--- config.mk ---
export PLATFORM = sky130hd
export DESIGN_NAME = flash_row_write_sequencer
export DESIGN_NICKNAME = d
export VERILOG_FILES = /design/src/include/flash_seq_pkg.sv /design/src/include/latch_if.sv /design/src/hw/write_latch_bank.sv /design/src/hw/unlock_tracker.sv /design/src/hw/flash_row_write_sequencer.sv
export SDC_FILE = /design/constraint.sdc
export NUM_CORES = 1
export LEC_CHECK = 0
export BUFFER_PORTS_ARGS = -buffer_cell sky130_fd_sc_hd__buf_2
export CAP_MARGIN = 10
export CORE_MARGIN = 2
export CORE_UTILIZATION = 45
export CTS_CLUSTER_DIAMETER = 120
export DETAILED_ROUTE_END_ITERATION = 12
export PLACE_DENSITY_LB_ADDON = 0.1
export SLEW_MARGIN = 30
export SYNTH_ARGS = -nofsm -noshare
export SYNTH_HDL_FRONTEND = slang
export SYNTH_SLANG_ARGS = --single-unit
--- constraint.sdc ---
create_clock -name clk_i -period 11.3 [get_ports clk_i]
set_input_delay 2.825 -clock clk_i [delete_from_list [all_inputs] [get_ports clk_i]]
set_output_delay 2.825 -clock clk_i [all_outputs]
set_load 0.02 [all_outputs]
--- src/include/flash_seq_pkg.sv ---
// constants and types shared by the flash row write sequencer
`default_nettype none
package flash_seq_pkg;
	// register byte offsets on the wishbone slave
	localparam logic [7:0] OFS_ADDR_LOW = 8'h00;
	localparam logic [7:0] OFS_ADDR_HIGH = 8'h04;
	localparam logic [7:0] OFS_WORD_LOW = 8'h08;
	localparam logic [7:0] OFS_WORD_HIGH = 8'h0C;
	localparam logic [7:0] OFS_CONTROL = 8'h10;
	localparam logic [7:0] OFS_UNLOCK = 8'h14;
	localparam logic [7:0] OFS_STATUS = 8'h18;
	// control register field positions
	localparam int CTL_START = 0;
	localparam int CTL_PERMIT = 2;
	localparam int CTL_ERASE = 4;
	localparam int CTL_LATCH_ONLY = 5;
	localparam int CTL_CFG_SEL = 6;
	// status register field positions
	localparam int STS_BUSY = 0;
	localparam int STS_ABORT = 1;
	localparam int STS_IDX_LSB = 3;
	// unlock keys
	localparam logic [7:0] KEY_FIRST = 8'h55;
	localparam logic [7:0] KEY_SECOND = 8'hAA;
	// latch geometry and reset values
	localparam int LATCH_COUNT = 32;
	localparam int WORD_W = 14;
	localparam int IDX_W = 5;
	localparam int ROW_W = 10;
	localparam logic [WORD_W-1:0] BLANK_WORD = 14'h3FFF;
	localparam logic [7:0] REG_RESET = 8'h00;
	localparam logic [IDX_W-1:0] LAST_IDX = 5'h1F;
	typedef enum logic [1:0] {
		S_IDLE = 2'b00,
		S_PROG = 2'b01,
		S_ERASE = 2'b10,
		S_BLANK = 2'b11
	} seq_state_t;
endpackage
`default_nettype wire

--- src/include/latch_if.sv ---
// carrier between the sequencer and its write latch bank
`timescale 1ns/1ps
`default_nettype none
interface latch_if #(parameter int N = 32, parameter int W = 14);
	logic load;
	logic [$clog2(N)-1:0] load_idx;
	logic [W-1:0] load_word;
	logic blank;
	logic [$clog2(N)-1:0] rd_idx;
	logic [W-1:0] rd_word;
	logic all_blank;
	modport owner(output load, load_idx, load_word, blank, rd_idx, input rd_word, all_blank);
	modport bank(input load, load_idx, load_word, blank, rd_idx, output rd_word, all_blank);
endinterface
`default_nettype wire

--- src/hw/write_latch_bank.sv ---
// row-wide bank of write latches
`timescale 1ns/1ps
`default_nettype none
module write_latch_bank
	import flash_seq_pkg::*;
#(
	parameter int N = LATCH_COUNT
) (
	input wire logic clk_i,
	input wire logic rst_i,
	latch_if.bank lat
);
	logic [WORD_W-1:0] word_q [N];

	// blank on reset and after each operation
	always_ff @(posedge clk_i) begin
		for (int i = 0; i < N; i++) begin
			if (rst_i || lat.blank) begin
				word_q[i] <= BLANK_WORD;
			end else if (lat.load && (int'(lat.load_idx) == i)) begin
				word_q[i] <= lat.load_word;
			end
		end
	end

	assign lat.rd_word = word_q[lat.rd_idx];

	always_comb begin
		lat.all_blank = 1'b1;
		for (int i = 0; i < N; i++) begin
			if (word_q[i] != BLANK_WORD) begin
				lat.all_blank = 1'b0;
			end
		end
	end
endmodule
`default_nettype wire

--- src/hw/unlock_tracker.sv ---
// two-key unlock sequence watcher on the register write stream
`timescale 1ns/1ps
`default_nettype none
module unlock_tracker
	import flash_seq_pkg::*;
(
	input wire logic clk_i,
	input wire logic rst_i,
	input wire logic wr_i,
	input wire logic [7:0] offs_i,
	input wire logic [7:0] wdata_i,
	output logic fire_o,
	output logic abort_o
);
	logic [1:0] stage_q;
	logic key1, key2, start;

	assign key1 = wr_i && offs_i == OFS_UNLOCK && wdata_i == KEY_FIRST;
	assign key2 = wr_i && offs_i == OFS_UNLOCK && wdata_i == KEY_SECOND;
	assign start = wr_i && offs_i == OFS_CONTROL && wdata_i[CTL_START];
	// only the full key pair then start completes
	assign fire_o = start && stage_q == 2'd2;
	// any other write breaks a sequence in progress
	assign abort_o = wr_i && stage_q != 2'd0 && !fire_o
		&& !(stage_q == 2'd1 && key2) && !key1;

	always_ff @(posedge clk_i) begin
		if (rst_i) begin
			stage_q <= 2'd0;
		end else if (wr_i) begin
			if (key1) begin
				stage_q <= 2'd1;
			end else if (key2 && stage_q == 2'd1) begin
				stage_q <= 2'd2;
			end else begin
				stage_q <= 2'd0;
			end
		end
	end
endmodule
`default_nettype wire

--- src/hw/flash_row_write_sequencer.sv ---
// row write sequencer for flash program memory with wishbone registers
`timescale 1ns/1ps
`default_nettype none
// Notes on behaviour
// - starting a write never erases anything
// - erase acts on exactly one row
// - one write programs at most 32 latches
// - upper ten address bits pick the row
// - loads and writes stay inside the row
// - latches return to 3FFF after every operation
// - loads and writes need completed unlock
// - broken unlock loads and programs nothing
// - latch-only set: unlock loads addressed latch
// - latch-only clear: unlock programs whole row
module flash_row_write_sequencer
	import flash_seq_pkg::*;
#(
	parameter int ADDR_W = 8
) (
	input wire logic clk_i,
	input wire logic rst_i,
	input wire logic [ADDR_W-1:0] adr_i,
	input wire logic [31:0] dat_i,
	output logic [31:0] dat_o,
	input wire logic we_i,
	input wire logic [3:0] sel_i,
	input wire logic cyc_i,
	input wire logic stb_i,
	output logic ack_o,
	output logic flash_wr_o,
	output logic flash_erase_o,
	output logic [IDX_W+ROW_W-1:0] flash_addr_o,
	output logic [WORD_W-1:0] flash_data_o,
	input wire logic flash_ready_i,
	output logic busy_o
);
	// ==========================================================
	// bus slave
	// ==========================================================
	logic ack_q;
	logic [31:0] rdata_q;
	logic req;
	logic wr_stb;
	logic [7:0] offs;

	assign req = cyc_i && stb_i && !ack_q;
	assign wr_stb = req && we_i && sel_i[0];
	assign offs = 8'(adr_i);
	assign ack_o = ack_q;
	assign dat_o = rdata_q;

	always_ff @(posedge clk_i) begin
		if (rst_i) begin
			ack_q <= 1'b0;
		end else begin
			ack_q <= req;
		end
	end

	// ==========================================================
	// software registers
	// ==========================================================
	logic [7:0] addr_low_q;
	logic [6:0] addr_high_q;
	logic [7:0] word_low_q;
	logic [5:0] word_high_q;
	logic permit_q, latch_only_q, erase_q, cfg_q, abort_q;

	always_ff @(posedge clk_i) begin
		if (rst_i) begin
			addr_low_q <= REG_RESET;
			addr_high_q <= 7'(REG_RESET);
		end else if (wr_stb && offs == OFS_ADDR_LOW) begin
			addr_low_q <= dat_i[7:0];
		end else if (wr_stb && offs == OFS_ADDR_HIGH) begin
			addr_high_q <= dat_i[6:0];
		end
	end

	always_ff @(posedge clk_i) begin
		if (rst_i) begin
			word_low_q <= REG_RESET;
			word_high_q <= 6'(REG_RESET);
		end else if (wr_stb && offs == OFS_WORD_LOW) begin
			word_low_q <= dat_i[7:0];
		end else if (wr_stb && offs == OFS_WORD_HIGH) begin
			word_high_q <= dat_i[5:0];
		end
	end

	always_ff @(posedge clk_i) begin
		if (rst_i) begin
			permit_q <= 1'b0;
			latch_only_q <= 1'b0;
			erase_q <= 1'b0;
			cfg_q <= 1'b0;
		end else if (wr_stb && offs == OFS_CONTROL) begin
			permit_q <= dat_i[CTL_PERMIT];
			latch_only_q <= dat_i[CTL_LATCH_ONLY];
			erase_q <= dat_i[CTL_ERASE];
			cfg_q <= dat_i[CTL_CFG_SEL];
		end
	end

	// ==========================================================
	// unlock and start decision
	// ==========================================================
	logic unlock_fire, unlock_abort, go;
	seq_state_t state_q;

	unlock_tracker u_unlock (
		.clk_i(clk_i),
		.rst_i(rst_i),
		.wr_i(wr_stb),
		.offs_i(offs),
		.wdata_i(dat_i[7:0]),
		.fire_o(unlock_fire),
		.abort_o(unlock_abort)
	);

	assign go = unlock_fire && permit_q && !cfg_q && state_q == S_IDLE;

	// sticky broken-sequence flag, set wins over the read clear
	always_ff @(posedge clk_i) begin
		if (rst_i) begin
			abort_q <= 1'b0;
		end else if (unlock_abort) begin
			abort_q <= 1'b1;
		end else if (req && !we_i && offs == OFS_STATUS) begin
			abort_q <= 1'b0;
		end
	end

	// ==========================================================
	// write latches
	// ==========================================================
	latch_if #(.N(LATCH_COUNT), .W(WORD_W)) lat ();
	logic [ROW_W-1:0] row_q;
	logic [IDX_W-1:0] widx_q;

	write_latch_bank #(.N(LATCH_COUNT)) u_bank (
		.clk_i(clk_i),
		.rst_i(rst_i),
		.lat(lat)
	);

	// low five bits pick the latch
	// load on unlock, latch-only or final word
	// final word is loaded as the row commits
	assign lat.load = go && !erase_q;
	assign lat.load_idx = addr_low_q[IDX_W-1:0];
	assign lat.load_word = {word_high_q, word_low_q};
	assign lat.blank = state_q == S_BLANK;
	assign lat.rd_idx = widx_q;

	// ==========================================================
	// operation sequencer
	// ==========================================================
	always_ff @(posedge clk_i) begin
		if (rst_i) begin
			state_q <= S_IDLE;
		end else begin
			unique case (state_q)
				S_IDLE: begin
					if (go && erase_q) begin
						state_q <= S_ERASE;
					end else if (go && !latch_only_q) begin
						state_q <= S_PROG;
					end
				end
				S_PROG: begin
					if (flash_ready_i && widx_q == LAST_IDX) begin
						state_q <= S_BLANK;
					end
				end
				S_ERASE: begin
					if (flash_ready_i) begin
						state_q <= S_BLANK;
					end
				end
				S_BLANK: begin
					state_q <= S_IDLE;
				end
			endcase
		end
	end

	// upper ten bits pick the row
	// row is frozen for the whole operation
	always_ff @(posedge clk_i) begin
		if (rst_i) begin
			row_q <= '0;
		end else if (go) begin
			row_q <= {addr_high_q, addr_low_q[7:IDX_W]};
		end
	end

	// word index walks the row without carry
	always_ff @(posedge clk_i) begin
		if (rst_i) begin
			widx_q <= '0;
		end else if (go) begin
			widx_q <= '0;
		end else if (state_q == S_PROG && flash_ready_i && widx_q != LAST_IDX) begin
			widx_q <= widx_q + 5'h01;
		end
	end

	assign flash_wr_o = state_q == S_PROG;
	assign flash_erase_o = state_q == S_ERASE;
	assign flash_addr_o = {row_q, widx_q};
	assign flash_data_o = lat.rd_word;
	// busy until latches are blank again
	assign busy_o = state_q != S_IDLE;

	// ==========================================================
	// read back
	// ==========================================================
	logic [7:0] ctl_rd, sts_rd;

	always_comb begin
		ctl_rd = 8'h00;
		ctl_rd[CTL_PERMIT] = permit_q;
		ctl_rd[CTL_ERASE] = erase_q;
		ctl_rd[CTL_LATCH_ONLY] = latch_only_q;
		ctl_rd[CTL_CFG_SEL] = cfg_q;
		sts_rd = 8'h00;
		sts_rd[STS_BUSY] = busy_o;
		sts_rd[STS_ABORT] = abort_q;
		sts_rd[STS_IDX_LSB +: IDX_W] = widx_q;
	end

	always_ff @(posedge clk_i) begin
		if (rst_i) begin
			rdata_q <= 32'h0000_0000;
		end else if (req && !we_i) begin
			unique case (offs)
				OFS_ADDR_LOW: rdata_q <= {24'h000000, addr_low_q};
				OFS_ADDR_HIGH: rdata_q <= {25'h0000000, addr_high_q};
				OFS_WORD_LOW: rdata_q <= {24'h000000, word_low_q};
				OFS_WORD_HIGH: rdata_q <= {26'h0000000, word_high_q};
				OFS_CONTROL: rdata_q <= {24'h000000, ctl_rd};
				OFS_STATUS: rdata_q <= {24'h000000, sts_rd};
				default: rdata_q <= 32'h0000_0000;
			endcase
		end
	end

	// ==========================================================
	// checks
	// ==========================================================
	logic [5:0] prog_cnt_q;

	always_ff @(posedge clk_i) begin
		if (rst_i || go) begin
			prog_cnt_q <= 6'h00;
		end else if (flash_wr_o && flash_ready_i) begin
			prog_cnt_q <= prog_cnt_q + 6'h01;
		end
	end
endmodule
`default_nettype wire

==> impl_metrics.env <==
export IMPL_final_common_cell="nand2_1"
export IMPL_swShare=0.235
export IMPL_cts_buffer_depth=3
export IMPL_synth_enable_flop_cells=448
export IMPL_grt_pass1_wl_um=95200
export IMPL_yosys_warnings=0
export IMPL_clockRootBuffer="clkbuf_16"
export IMPL_mostFrequentLayoutCells="nand2_1, edfxtp_1, mux4_2, buf_4, dfxtp_1"
export IMPL_wirelength_um=64800
export IMPL_setup_tns_ns=0
export IMPL_cp_start_kind="register"
export IMPL_die_area_mm2=0.0530
export IMPL_clk_pin_slew_ns=0.06
export IMPL_syn_area_mm2=0.0230
export IMPL_max_slew_margin_rel=0.301
export IMPL_combPwrFrac=0.077
export IMPL_status="finished, final reports clean"
export IMPL_crit_family="buffers and inverters"
export IMPL_seq_power_share=0.503
export IMPL_p_leak_nw=6.64
export IMPL_power_density_mw_per_mm2=162
export IMPL_synthFlopType="edfxtp_1"
export IMPL_critical_path_arrival_ns=3.71
export IMPL_cp_end_kind="output port"
export IMPL_final_antenna_net_count=0
export IMPL_vias_per_cell=5.78
export IMPL_synth_distinct_cells=58
export IMPL_antenna_found_initial=1
export IMPL_io_buffers=63
export IMPL_avgSynthCellArea_um2=13.6
export IMPL_hold_viol=0
export IMPL_grt_pass1_vias=14400
export IMPL_drt_wirelength_per_cell_um=26.3
export IMPL_seq_area_frac_synth=0.642
export IMPL_die_h_um=230
export IMPL_rsz0062_at_grt="false"
export IMPL_insertion_delay_ns=0.62
export IMPL_ys_seq_elements=515
export IMPL_path_cells="buf_4 -> mux4_2 -> o22ai_1 -> nor4_1 -> buf_2"
export IMPL_grt_use_total=0.248
export IMPL_die_x_um=230
export IMPL_tightest_slew_ns=1.03
export IMPL_clock_sinks=515
export IMPL_hold_path_class="reg -> reg"
export IMPL_syn_inst=1700
export IMPL_grt_overflow=0
export IMPL_worstSetupPathType="reg -> out"
export IMPL_drv_slew=0
export IMPL_critPathBufInv=2
export IMPL_clkPwrFrac=0.420
export IMPL_place_gp_congestion=0.844
export IMPL_fin_cells=2464
export IMPL_dp_cells=2362
export IMPL_drc=0
export IMPL_maxCapViolCount=0
export IMPL_area_growth_pct=11.8
export IMPL_min_period_over_period=0.578
export IMPL_drt_iter0_drc=1280
export IMPL_num_rows=82
export IMPL_p_int_w=0.00319
export IMPL_min_period_ns=6.53
export IMPL_grt_max_degree=65
export IMPL_cts_resized=0
export IMPL_core_area_mm2=0.0504
export IMPL_cts_setup_buffers=0
export IMPL_cts_made_buffers=55
export IMPL_crit_required_ns=8.48
export IMPL_cts_tree="built"
export IMPL_initial_core_util=0.457
export IMPL_net_switching_power_w=0.000977
export IMPL_firstDrtPassIters=6
export IMPL_skew_ns=0.0161
export IMPL_ctsHtreeMaxLevel=2
export IMPL_route_vias_total=14200
export IMPL_hpwl_um=39600
export IMPL_hold_buffers=0
export IMPL_finalNetCount=1804
export IMPL_irDropWorstVdd_uv=112
export IMPL_antenna_cells=0
export IMPL_slowest_delay_ns=0.85
export IMPL_setup_viol_count_final=0
export IMPL_critPathMaxFanout=52
export IMPL_reg2reg_slack_ns=8.26
export IMPL_async_flop_share=0
export IMPL_io_pins=115
export IMPL_crit_slowest_cell="nor4_1"
export IMPL_drive_gt1_frac=0.206
export IMPL_fmax_mhz=153
final cells by class:
type	instances	area, µm²
Clock buffer	76	1510
Clock inverter	26	224
Fill cell	4285	24600
Inverter	8	30.0
Multi-Input combinational cell	1023	7400
Sequential cell	515	14800
Tap cell	672	841
Timing Repair Buffer	144	956
sequential cells by signal (all words and copies together), names as in the netlist, named ones only:
signal / cells
ack_o: 1
cfg_q: 1
u_unlock.stage_q: 2
latch_only_q: 1
addr_low_q: 8
word_low_q: 8
erase_q: 1
abort_q: 1
u_bank.word_q: 448
lat.rd_idx: 5
word_high_q: 6
row_q: 10
addr_high_q: 7
dat_o: 8
permit_q: 1
state_q: 2
cell families (layout without fill, tap and decap cells):
group / Yosys count / after routing / share of synthesized area
fa+ha+maj: 7 / 7 / 0.00380
simple gates: 676 / 676 / 0.141
buf+inv: 185 / 254 / 0.0429
compound gates: 168 / 168 / 0.0445
flops: 515 / 515 / 0.642
other cells: 1 / 24 / 0.000163
xor+xnor: 2 / 2 / 0.000760
mux: 146 / 146 / 0.125
tightest hold or removal path, delay by kind of cell, from the launching register on:
family / cells / cell delay (ns)
flip-flops: 1 / 0.32
AND/OR/NAND/NOR: 1 / 0.06
AO/OA/AOI/OAI: 1 / 0.05
cell usage after synthesis, types with 26 or more instances:
cell type    n  area (µm²)
nand2_1    479        1800
mux2i_1     30         300
o21ai_0     51         255
nor2_1      52         195
mux4_2     113        2540
edfxtp_1   448       13500
nor2b_1     26         163
dfxtp_1     67        1340
o22ai_1     60         375
nand3_1     28         140
buf_2       35         175
clkbuf_1    78         293
layer usage:
metal  vias to the layer above  routed length, µm  share of wire  global-route usage
li1                       6340                  -              -                   -
met1                      7254              27400           0.42               0.342
met2                       553              31600           0.49               0.407
met3                        91               4110          0.063              0.0348
met4                         0               1750          0.027              0.0792
met5                         -                  0              0                   0
power by group through the flow:
stage	Clock (W)	Combinational [W]	Sequential (W)
final	0.00175	0.000322	0.00209
after global routing	0.00186	0.000348	0.00209
after global placement	0	0.000303	0.00215
after CTS	0.00178	0.000328	0.00209
after detailed placement	0	0.000327	0.00213
after floorplan	0	0.000212	0.00214
worst paths after layout:
check,startpoint,depth (start not counted),endpoint
worst min-delay path,dat_o[6]$_SDFFE_PP0P_,2,dat_o[6]$_SDFFE_PP0P_
worst max register to register,state_q[1]$_SDFFE_PP0P_,8,u_bank.word_q[22][1]$_SDFFCE_PN1P_
worst min register to register,dat_o[6]$_SDFFE_PP0P_,2,dat_o[6]$_SDFFE_PP0P_
worst max-delay path,register,5,flash_data_o[13]
stage by stage:
step,setup WS (ns),hold WS (ns),total power (W),area (µm²),utilization
2_1_floorplan,5.69,0.445,0.00235,23100,-
3_3_place_gp,5.02,0.467,0.00245,23900,0.475
3_5_place_dp,5.17,0.470,0.00246,24000,0.476
4_1_cts,4.84,0.478,0.00420,25700,0.511
5_1_grt,4.71,0.509,0.00430,25800,0.511
6_report,4.77,0.476,0.00417,25800,0.511
Note: power is estimated with default switching activity, not from simulation.
